[src/hdl/mic_regs.svh]
// Register map, field positions and timing constants
`ifndef MIC_REGS_SVH
`define MIC_REGS_SVH

`define MIC_IDX_CTRL   10'h00b
`define MIC_IDX_PFLAG  10'h00c
`define MIC_IDX_PENAB  10'h08c
`define MIC_IDX_OPT    10'h081
`define MIC_IDX_STS    10'h0f0
`define MIC_IDX_MSK    10'h0f1

`define MIC_RST_BYTE   8'h00
`define MIC_RST_OPT    8'h00
`define MIC_RST_EVT    2'h0

`define MIC_B_GLOBAL_EN 7
`define MIC_B_GROUP_EN  6
`define MIC_B_OVF0_EN   5
`define MIC_B_PIN_EN    4
`define MIC_B_PORT_EN   3
`define MIC_B_OVF0_FL   2
`define MIC_B_PIN_FL    1
`define MIC_B_PORT_FL   0

`define MIC_B_NVM_FL    7
`define MIC_B_ADC_FL    6
`define MIC_B_CMP_FL    3
`define MIC_B_OVF1_FL   0
`define MIC_PFLAG_IMPL  8'hc9

`define MIC_B_EDGE     6

`define MIC_EV_TAKE    0
`define MIC_EV_WAKE    1

`define MIC_VECTOR     13'h0004
`define MIC_Q_LAST     2'h3

`define MIC_RESP_OK    2'h0
`define MIC_RESP_DEC   2'h3
`endif

[src/hdl/mic_pkg.sv]
// Types shared by the interrupt controller modules
package mic_pkg;
  typedef logic [7:0] mic_byte_t;
  typedef enum logic [1:0] {
    MIC_RUN,
    MIC_DUMMY1,
    MIC_DUMMY2
  } mic_seq_e;
endpackage

[src/hdl/mic_gate_if.sv]
// Flags and enables carried to the request gate
interface mic_gate_if;
  mic_pkg::mic_byte_t ctrl;
  mic_pkg::mic_byte_t pflags;
  mic_pkg::mic_byte_t penab;
  logic               glb_en;
  logic               wake_req;
  logic               pending;
  modport ctl  (output ctrl, pflags, penab, glb_en, input wake_req, pending);
  modport gate (input ctrl, pflags, penab, glb_en, output wake_req, pending);
endinterface

[src/hdl/mic_gate.sv]
// Request gate: per-source enables, group enable, global enable
`include "mic_regs.svh"
module mic_gate (
  mic_gate_if.gate g  // Flags and enables in, requests out
);
  wire [2:0] core_en;
  wire [2:0] core_fl;
  wire       core_hit;
  wire       periph_hit;
  wire       group_hit;

  assign core_en = {g.ctrl[`MIC_B_OVF0_EN], g.ctrl[`MIC_B_PIN_EN],
                    g.ctrl[`MIC_B_PORT_EN]};
  assign core_fl = {g.ctrl[`MIC_B_OVF0_FL], g.ctrl[`MIC_B_PIN_FL],
                    g.ctrl[`MIC_B_PORT_FL]};
  assign core_hit   = |(core_en & core_fl);
  assign periph_hit = |(g.pflags & g.penab & `MIC_PFLAG_IMPL);
  assign group_hit  = periph_hit & g.ctrl[`MIC_B_GROUP_EN];
  assign g.wake_req = core_hit | group_hit;
  assign g.pending  = g.glb_en & g.wake_req;
endmodule

[src/hdl/mic_top.sv]
// Interrupt controller with AXI4-Lite register access
// Contract
// - Seven sources: pin edge, timer0, port change, comparator, A/D, timer1, EEPROM.
// - Global enable bit 7 passes unmasked requests, blocks all when clear.
// - Every reset clears the global enable.
// - Return-from-interrupt sets the global enable again.
// - Each source has its own enable bit masking it.
// - Pin, port change and timer0 flags live in core control register.
// - EEPROM, A/D, comparator, timer1 flags and enables in peripheral registers.
// - Service clears global enable, pushes return address, vectors to 0004h.
// - External events reach the vector in three or four instruction cycles.
// - Flags set by events regardless of any enable bit.
// - Clearing global enable ignores next-cycle requests, which stay pending.
// - Wake with global enable set vectors to 0004h, else continues.
// - Wake sets the causing peripheral flag: bits 7, 6, 3, 0.
// - Pin edge select: set rising, clear falling; valid edge sets flag.
// - Timer0 wrap to zero sets flag bit 2 of core control.
// - Pin interrupt wakes from sleep when its enable was set.
// - A/D completion sets flag bit 6 of peripheral flags.
`include "mic_regs.svh"
module mic_top (
  input  wire logic        aclk,            // Clock, 20 MHz
  input  wire logic        aresetn,         // Sync reset, active low
  input  wire logic [11:0] s_axi_awaddr,    // Write address
  input  wire logic        s_axi_awvalid,   // Write address valid
  output logic             s_axi_awready,   // Write address ready
  input  wire logic [31:0] s_axi_wdata,     // Write data
  input  wire logic [3:0]  s_axi_wstrb,     // Write strobes
  input  wire logic        s_axi_wvalid,    // Write data valid
  output logic             s_axi_wready,    // Write data ready
  output logic [1:0]       s_axi_bresp,     // Write response
  output logic             s_axi_bvalid,    // Write response valid
  input  wire logic        s_axi_bready,    // Write response ready
  input  wire logic [11:0] s_axi_araddr,    // Read address
  input  wire logic        s_axi_arvalid,   // Read address valid
  output logic             s_axi_arready,   // Read address ready
  output logic [31:0]      s_axi_rdata,     // Read data
  output logic [1:0]       s_axi_rresp,     // Read response
  output logic             s_axi_rvalid,    // Read data valid
  input  wire logic        s_axi_rready,    // Read data ready
  output logic             irq,             // Level interrupt out
  input  wire logic        ext_irq_pin,     // External pin, async
  input  wire logic        timer0_ovf,      // Timer0 wrap pulse
  input  wire logic        port_change,     // Port change pulse
  input  wire logic        cmp_change,      // Comparator pulse
  input  wire logic        adc_done,        // A/D done pulse
  input  wire logic        timer1_ovf,      // Timer1 wrap pulse
  input  wire logic        eeprom_done,     // EEPROM write pulse
  input  wire logic        core_sleep,      // Core is asleep
  input  wire logic        return_from_irq, // Return instruction
  output logic             irq_take,        // Push return address
  output logic             irq_vector,      // Load vector_pc
  output logic [12:0]      vector_pc,       // Vector address
  output logic             wake             // Wake-up pulse
);
  mic_gate_if gi ();

  mic_pkg::mic_byte_t ctrl_r;
  mic_pkg::mic_byte_t ctrl_nxt;
  mic_pkg::mic_byte_t pflag_r;
  mic_pkg::mic_byte_t pflag_nxt;
  mic_pkg::mic_byte_t penab_r;
  mic_pkg::mic_byte_t opt_r;
  logic [1:0]         sts_r;
  logic [1:0]         msk_r;
  mic_pkg::mic_seq_e  seq_r;
  mic_pkg::mic_seq_e  seq_nxt;
  logic [1:0]         qcnt_r;
  logic               sync1_r;
  logic               sync2_r;
  logic               sync3_r;
  logic               pin_lvl_r;
  logic               aw_held_r;
  logic               w_held_r;
  logic [9:0]         aw_idx_r;
  logic [7:0]         w_data_r;
  logic               w_lane_r;
  logic               bvalid_r;
  logic [1:0]         bresp_r;
  logic               rvalid_r;
  logic [31:0]        rdata_r;
  logic [1:0]         rresp_r;
  logic               take_r;
  logic               vec_r;
  logic               wake_r;
  logic               woke_r;

  // Instruction cycle tick every four clocks
  wire tick = (qcnt_r == `MIC_Q_LAST);

  // Pin edge once second and third stage agree
  wire pin_stable = (sync2_r == sync3_r);
  wire pin_rise   = pin_stable & sync2_r & ~pin_lvl_r;
  wire pin_fall   = pin_stable & ~sync2_r & pin_lvl_r;
  wire edge_rise  = opt_r[`MIC_B_EDGE];
  wire pin_event  = edge_rise ? pin_rise : pin_fall;

  // Bus write decode
  wire aw_hs   = s_axi_awvalid & s_axi_awready;
  wire w_hs    = s_axi_wvalid & s_axi_wready;
  wire aw_have = aw_held_r | aw_hs;
  wire w_have  = w_held_r | w_hs;
  wire [9:0] aw_idx  = aw_held_r ? aw_idx_r : s_axi_awaddr[11:2];
  wire [7:0] w_byte  = w_held_r ? w_data_r : s_axi_wdata[7:0];
  wire       w_lane  = w_held_r ? w_lane_r : s_axi_wstrb[0];
  wire wr_go   = aw_have & w_have & ~bvalid_r;
  wire wr_en   = wr_go & w_lane;
  wire wr_ctrl  = wr_en & (aw_idx == `MIC_IDX_CTRL);
  wire wr_pflag = wr_en & (aw_idx == `MIC_IDX_PFLAG);
  wire wr_penab = wr_en & (aw_idx == `MIC_IDX_PENAB);
  wire wr_opt   = wr_en & (aw_idx == `MIC_IDX_OPT);
  wire wr_sts   = wr_en & (aw_idx == `MIC_IDX_STS);
  wire wr_msk   = wr_en & (aw_idx == `MIC_IDX_MSK);
  wire wr_hit   = (aw_idx == `MIC_IDX_CTRL) | (aw_idx == `MIC_IDX_PFLAG) |
                  (aw_idx == `MIC_IDX_PENAB) | (aw_idx == `MIC_IDX_OPT) |
                  (aw_idx == `MIC_IDX_STS) | (aw_idx == `MIC_IDX_MSK);
  wire [1:0] wr_resp = wr_hit ? `MIC_RESP_OK : `MIC_RESP_DEC;

  // Bus read decode
  wire [9:0] ar_idx = s_axi_araddr[11:2];
  wire ar_hs = s_axi_arvalid & s_axi_arready;
  wire rd_ctrl  = (ar_idx == `MIC_IDX_CTRL);
  wire rd_pflag = (ar_idx == `MIC_IDX_PFLAG);
  wire rd_penab = (ar_idx == `MIC_IDX_PENAB);
  wire rd_opt   = (ar_idx == `MIC_IDX_OPT);
  wire rd_sts   = (ar_idx == `MIC_IDX_STS);
  wire rd_msk   = (ar_idx == `MIC_IDX_MSK);
  wire rd_hit   = rd_ctrl | rd_pflag | rd_penab | rd_opt | rd_sts | rd_msk;
  wire [1:0] rd_resp = rd_hit ? `MIC_RESP_OK : `MIC_RESP_DEC;
  wire [7:0] rd_byte = ({8{rd_ctrl}} & ctrl_r) |
                       ({8{rd_pflag}} & pflag_r) |
                       ({8{rd_penab}} & penab_r) |
                       ({8{rd_opt}} & opt_r) |
                       ({8{rd_sts}} & {6'h00, sts_r}) |
                       ({8{rd_msk}} & {6'h00, msk_r});

  // Software clearing the global enable blocks this cycle's sampling
  wire glb_sw_clr = wr_ctrl & ~w_byte[`MIC_B_GLOBAL_EN];
  wire glb_eff    = ctrl_r[`MIC_B_GLOBAL_EN] & ~glb_sw_clr;

  // Service starts only on an instruction tick while running
  wire start_take = tick & (seq_r == mic_pkg::MIC_RUN) & gi.pending;
  wire vec_fire   = tick & (seq_r == mic_pkg::MIC_DUMMY2);
  wire wake_fire  = core_sleep & gi.wake_req & ~woke_r;
  wire woke_nxt   = core_sleep & (woke_r | wake_fire);

  // Status bits: hardware sets, a written one clears
  wire [1:0] sts_set = {wake_fire, start_take};
  wire [1:0] sts_clr = {2{wr_sts}} & w_byte[1:0];

  assign gi.ctrl   = ctrl_r;
  assign gi.pflags = pflag_r;
  assign gi.penab  = penab_r;
  assign gi.glb_en = glb_eff;

  mic_gate mic_gate_i (
    .g (gi.gate)
  );

  // Core control: software value, then hardware sets and enable control
  always_comb
  begin
    ctrl_nxt = wr_ctrl ? w_byte : ctrl_r;
    ctrl_nxt[`MIC_B_OVF0_FL] = ctrl_nxt[`MIC_B_OVF0_FL] | timer0_ovf;
    ctrl_nxt[`MIC_B_PIN_FL] = ctrl_nxt[`MIC_B_PIN_FL] | pin_event;
    ctrl_nxt[`MIC_B_PORT_FL] = ctrl_nxt[`MIC_B_PORT_FL] | port_change;
    if (start_take)
      ctrl_nxt[`MIC_B_GLOBAL_EN] = 1'b0;
    else if (return_from_irq)
      ctrl_nxt[`MIC_B_GLOBAL_EN] = 1'b1;
  end

  // Peripheral flags: set wins over a clearing write
  always_comb
  begin
    pflag_nxt = (wr_pflag ? w_byte : pflag_r) & `MIC_PFLAG_IMPL;
    pflag_nxt[`MIC_B_NVM_FL] = pflag_nxt[`MIC_B_NVM_FL] | eeprom_done;
    pflag_nxt[`MIC_B_ADC_FL] = pflag_nxt[`MIC_B_ADC_FL] | adc_done;
    pflag_nxt[`MIC_B_CMP_FL] = pflag_nxt[`MIC_B_CMP_FL] | cmp_change;
    pflag_nxt[`MIC_B_OVF1_FL] = pflag_nxt[`MIC_B_OVF1_FL] | timer1_ovf;
  end

  // Vector sequence: two dummy cycles, then the vector
  always_comb
  begin
    seq_nxt = seq_r;
    if (tick)
    begin
      unique case (seq_r)
        mic_pkg::MIC_RUN:    if (gi.pending) seq_nxt = mic_pkg::MIC_DUMMY1;
        mic_pkg::MIC_DUMMY1: seq_nxt = mic_pkg::MIC_DUMMY2;
        mic_pkg::MIC_DUMMY2: seq_nxt = mic_pkg::MIC_RUN;
        default:             seq_nxt = mic_pkg::MIC_RUN;
      endcase
    end
  end

  always_ff @(posedge aclk)
  begin
    if (!aresetn)
    begin
      ctrl_r  <= `MIC_RST_BYTE;
      pflag_r <= `MIC_RST_BYTE;
      penab_r <= `MIC_RST_BYTE;
      opt_r   <= `MIC_RST_OPT;
    end
    else
    begin
      ctrl_r  <= ctrl_nxt;
      pflag_r <= pflag_nxt;
      if (wr_penab)
        penab_r <= w_byte & `MIC_PFLAG_IMPL;
      if (wr_opt)
        opt_r <= w_byte;
    end
  end

  // Event status and mask; a new event beats the clear
  always_ff @(posedge aclk)
  begin
    if (!aresetn)
    begin
      sts_r <= `MIC_RST_EVT;
      msk_r <= `MIC_RST_EVT;
    end
    else
    begin
      sts_r <= (sts_r & ~sts_clr) | sts_set;
      if (wr_msk)
        msk_r <= w_byte[1:0];
    end
  end

  // Divider and pin synchroniser
  always_ff @(posedge aclk)
  begin
    if (!aresetn)
    begin
      qcnt_r    <= 2'h0;
      sync1_r   <= 1'b0;
      sync2_r   <= 1'b0;
      sync3_r   <= 1'b0;
      pin_lvl_r <= 1'b0;
    end
    else
    begin
      qcnt_r  <= qcnt_r + 2'h1;
      sync1_r <= ext_irq_pin;
      sync2_r <= sync1_r;
      sync3_r <= sync2_r;
      if (pin_stable)
        pin_lvl_r <= sync2_r;
    end
  end

  // Core handshake and wake-up
  always_ff @(posedge aclk)
  begin
    if (!aresetn)
    begin
      seq_r  <= mic_pkg::MIC_RUN;
      take_r <= 1'b0;
      vec_r  <= 1'b0;
      wake_r <= 1'b0;
      woke_r <= 1'b0;
    end
    else
    begin
      seq_r  <= seq_nxt;
      take_r <= start_take;
      vec_r  <= vec_fire;
      wake_r <= wake_fire;
      woke_r <= woke_nxt;
    end
  end

  // Write channel
  always_ff @(posedge aclk)
  begin
    if (!aresetn)
    begin
      aw_held_r <= 1'b0;
      w_held_r  <= 1'b0;
      aw_idx_r  <= 10'h000;
      w_data_r  <= 8'h00;
      w_lane_r  <= 1'b0;
      bvalid_r  <= 1'b0;
      bresp_r   <= `MIC_RESP_OK;
    end
    else
    begin
      if (aw_hs)
        aw_idx_r <= s_axi_awaddr[11:2];
      if (w_hs)
      begin
        w_data_r <= s_axi_wdata[7:0];
        w_lane_r <= s_axi_wstrb[0];
      end
      aw_held_r <= aw_have & ~wr_go;
      w_held_r  <= w_have & ~wr_go;
      if (wr_go)
      begin
        bvalid_r <= 1'b1;
        bresp_r  <= wr_resp;
      end
      else if (s_axi_bready)
        bvalid_r <= 1'b0;
    end
  end

  // Read channel
  always_ff @(posedge aclk)
  begin
    if (!aresetn)
    begin
      rvalid_r <= 1'b0;
      rdata_r  <= 32'h0000_0000;
      rresp_r  <= `MIC_RESP_OK;
    end
    else if (ar_hs)
    begin
      rvalid_r <= 1'b1;
      rdata_r  <= {24'h00_0000, rd_byte};
      rresp_r  <= rd_resp;
    end
    else if (s_axi_rready)
      rvalid_r <= 1'b0;
  end

  assign s_axi_awready = ~aw_held_r & ~bvalid_r;
  assign s_axi_wready  = ~w_held_r & ~bvalid_r;
  assign s_axi_bvalid  = bvalid_r;
  assign s_axi_bresp   = bresp_r;
  assign s_axi_arready = ~rvalid_r;
  assign s_axi_rvalid  = rvalid_r;
  assign s_axi_rdata   = rdata_r;
  assign s_axi_rresp   = rresp_r;
  assign irq           = |(sts_r & msk_r);
  assign irq_take      = take_r;
  assign irq_vector    = vec_r;
  assign vector_pc     = `MIC_VECTOR;
  assign wake          = wake_r;
endmodule

[config.mk]
export PLATFORM = sky130hd
export DESIGN_NAME = mic_top
export DESIGN_NICKNAME = d
export VERILOG_FILES = /design/src/hdl/mic_pkg.sv /design/src/hdl/mic_gate_if.sv /design/src/hdl/mic_gate.sv /design/src/hdl/mic_top.sv
export VERILOG_INCLUDE_DIRS = /design/src /design/src/hdl
export SDC_FILE = /design/constraint.sdc
export NUM_CORES = 1
export LEC_CHECK = 0
export BUFFER_PORTS_ARGS = -buffer_cell sky130_fd_sc_hd__buf_2
export CAP_MARGIN = 25
export CORE_ASPECT_RATIO = 0.6
export CORE_MARGIN = 10
export CORE_UTILIZATION = 45
export DETAILED_ROUTE_END_ITERATION = 8
export MAX_ROUTING_LAYER = met4
export PLACE_DENSITY = 0.81
export RECOVER_POWER = 100
export SYNTH_ARGS = -nofsm -noshare
export SYNTH_HDL_FRONTEND = slang
export SYNTH_HIERARCHICAL = 1
export SYNTH_SLANG_ARGS = --single-unit
[constraint.sdc]
create_clock -name aclk -period 5.5 [get_ports aclk]
set_input_delay 1.1 -clock aclk [delete_from_list [all_inputs] [get_ports aclk]]
set_output_delay 1.1 -clock aclk [all_outputs]
set_load 0.05 [all_outputs]
==> results.sh <==
export IMPL_port_buffers=65
export IMPL_powerDensity_nw_per_um2=319.7
export IMPL_post_cts_resized=0
export IMPL_slew_viol_final=89
export IMPL_antenna_cells=0
export IMPL_r2r_slack_ns=2.19
export IMPL_cts_setup_buffers=0
export IMPL_clk_latency_ns=0.34
export IMPL_setup_viol=0
export IMPL_drive_gt1_share_pct=15.04
export IMPL_synthTopCellsByCount="nand2_1 (74), dfxtp_1 (73), buf_4 (41), a21boi_0 (23), nand3_1 (19)"
export IMPL_worstHoldPathType="flop to flop"
export IMPL_yosys_warnings=6
export IMPL_overflow=0
export IMPL_routed_wl_um=10020
export IMPL_drtAntennaViolNets=0
export IMPL_worstSetupPathType="input pin to flop"
export IMPL_yosysTopAreaCell="dfxtp_1"
export IMPL_rows=25
export IMPL_whs_path_depth=1
export IMPL_reg2reg_depth=9
export IMPL_start_util_pct=47.26
export IMPL_synth_area_leaders="dfxtp_1 (38%), buf_4 (8.1%), nand2_1 (7.3%)"
export IMPL_synth_top_area_share_pct=38.32
export IMPL_htreeDepth=3
export IMPL_first_iter_violations=269
export IMPL_worstMarginPinSlew_ns=1.781
export IMPL_synthCells=433
export IMPL_dieArea_um2=12680
export IMPL_violations="max-capacitance violations, max-slew violations"
export IMPL_cts_sinks=73
export IMPL_place_ws_ns=1.953
export IMPL_async_flop_share_pct=0
export IMPL_top_layer="met4"
export IMPL_setup_worst_path_end_class="flop"
export IMPL_core_area_um2=8070
export IMPL_post_synth_top_count_cell="nand2_1"
export IMPL_grt_pass1_vias=3117
export IMPL_leakage_uw=0.001663
export IMPL_root_buffer="clkbuf_16"
export IMPL_synth_seq_cells=73
export IMPL_nFillCells=797
export IMPL_cts_buffer_depth=2
export IMPL_peakVddDrop_mv=0.1615
export IMPL_critPathMaxFanout=47
export IMPL_ios=134
export IMPL_hpwl_um=7722
export IMPL_run_status="finished, violations left"
export IMPL_hold_viol_final=0
export IMPL_fmax_ghz=0.2451
export IMPL_fin_crit_sh_pct=74.19
export IMPL_gp_congestion=0.9011
export IMPL_final_nets=566
export IMPL_vias_per_cell=5.333
export IMPL_path_clk_slew_ns=0.06
export IMPL_die_h_um=91.31
export IMPL_ys_flop_type="dfxtp_1"
export IMPL_syn_mean_instance_area_um2=8.808
export IMPL_drt_first_pass_iters=4
export IMPL_relSlewSlack_pct=-18.75
export IMPL_syn_cell_area_um2=3814
export IMPL_grt_pass1_wl_um=16090
export IMPL_rsz0062_at_grt="no"
export IMPL_via_count=3200
export IMPL_min_period_ns=4.080
export IMPL_avgRoutedWirePerCell_um=16.69
export IMPL_met3_length_um=675
export IMPL_drc=0
export IMPL_numCtsBuffers=9
export IMPL_routed_wl_met2_um=4418
export IMPL_cts_tree="done"
export IMPL_synth_edf_count=0
export IMPL_grt_max_degree=48
export IMPL_arrival_ns=4.34
export IMPL_die_w_um=138.8
export IMPL_ys_seq_area_share_pct=38.32
export IMPL_antenna_found_initial=0
export IMPL_postCtsHoldBufs=0
export IMPL_cap_viol_max_count=2
export IMPL_track_usage_pct=15.86
export IMPL_fin_skew_ns=0.007492
export IMPL_cp_start_kind="input pin"
export IMPL_crit_required_ns=5.76
export IMPL_fin_ws_ns=1.420
export IMPL_area_delta_synth_final_pct=10.83
export IMPL_drt_met1_wl_um=4796
export IMPL_synth_cell_types=54
export IMPL_final_setup_tns_ns=0
worst max-delay path, stage by stage:
cell      delay, ns
clkbuf_1       1.11
clkbuf_1       1.36
o21ai_0        0.45
o22ai_1        0.28
per-stage QoR:
| step | hold slack, ns | cells | cell area, um2 | total power, uW | utilization [%] |
|---|---|---|---|---|---|
| 2_1_floorplan | 0.3984 | 468 | 3945 | 794.5 | - |
| 3_3_place_gp | 0.4086 | 584 | 4033 | 822.1 | 49.97 |
| 3_5_place_dp | 0.4151 | 584 | 4033 | 830.3 | 49.97 |
| 4_1_cts | 0.4214 | 600 | 4307 | 1369 | 53.36 |
| 5_1_grt | 0.4327 | 600 | 4227 | 1410 | 52.37 |
| 6_report | 0.4175 | 600 | 4227 | 1351 | 52.37 |
final timing paths:
path	from	end
worst max-delay path	aresetn	s_axi_bresp[0]
worst min-delay path	qcnt_r[0]	qcnt_r[0]
worst min register to register	qcnt_r[0]	qcnt_r[0]
worst max register to register	aw_held_r	sts_r[0]
metal layers:
layer  track usage (%)  vias to the layer above
met5                 -                        -
met4             4.671                        0
met3             5.720                       14
met2             22.36                      110
met1             20.67                     1522
li1                  -                     1554
cell families (layout without fill, tap and decap cells):
family,Yosys count,after routing,synth area share [%]
compound gates,93,93,16.93
fa+ha+maj,3,3,0.9844
buf+inv,69,93,11.06
flops,73,73,38.32
mux,34,34,9.744
other cells,2,37,0.1969
simple gates,159,159,22.77
state kept, by name, summed over array words and instances, names as in the netlist, 2 cells and up:
name	cells
gi.penab	4
w_data_r	8
msk_r	2
qcnt_r	2
ctrl_r	8
s_axi_rdata	8
aw_idx_r	10
sts_r	2
opt_r	8
seq_r	2
gi.pflags	4
cell usage in the layout (no fill, tap or decap), types with 4 or more instances in the layout:
cell type | synthesis | routed
dfxtp_1 | 73 | 73
a21oi_1 | 10 | 10
buf_2 | 1 | 41
mux2i_1 | 15 | 15
nor2b_1 | 5 | 5
nor2_1 | 15 | 15
and2_1 | 9 | 6
a221oi_1 | 4 | 4
mux2_1 | 6 | 6
nand2_1 | 74 | 74
nor3_1 | 5 | 5
o22ai_1 | 4 | 4
a31oi_1 | 4 | 4
nor3b_1 | 5 | 6
o21a_1 | 9 | 9
clkbuf_1 | 14 | 26
inv_1 | 11 | 11
mux2_2 | 11 | 11
nand3_1 | 19 | 19
nor4_1 | 4 | 6
clkbuf_16 | 0 | 9
a22o_1 | 5 | 5
conb_1 | 2 | 37
o21ai_0 | 18 | 22
a21boi_0 | 23 | 23
cell type report:
type | instances | area (um2) | share of cell area (%)
flip-flops and latches | 73 | 1461 | 34.58
inverters | 11 | 41.29 | 0.9769
repair buffers | 66 | 299.0 | 7.075
clock inverters | 5 | 31.28 | 0.7401
multi-input cells | 326 | 2016 | 47.69
well taps | 108 | 135.1 | 3.197
clock buffers | 11 | 242.7 | 5.743
report_power, final:
group	internal, uW	switching [uW]	total, uW
Clock	316	219	535
Combinational	61.6	176	238
Sequential	553	25.7	579
No activity file was read; power rests on OpenSTA's default activity.
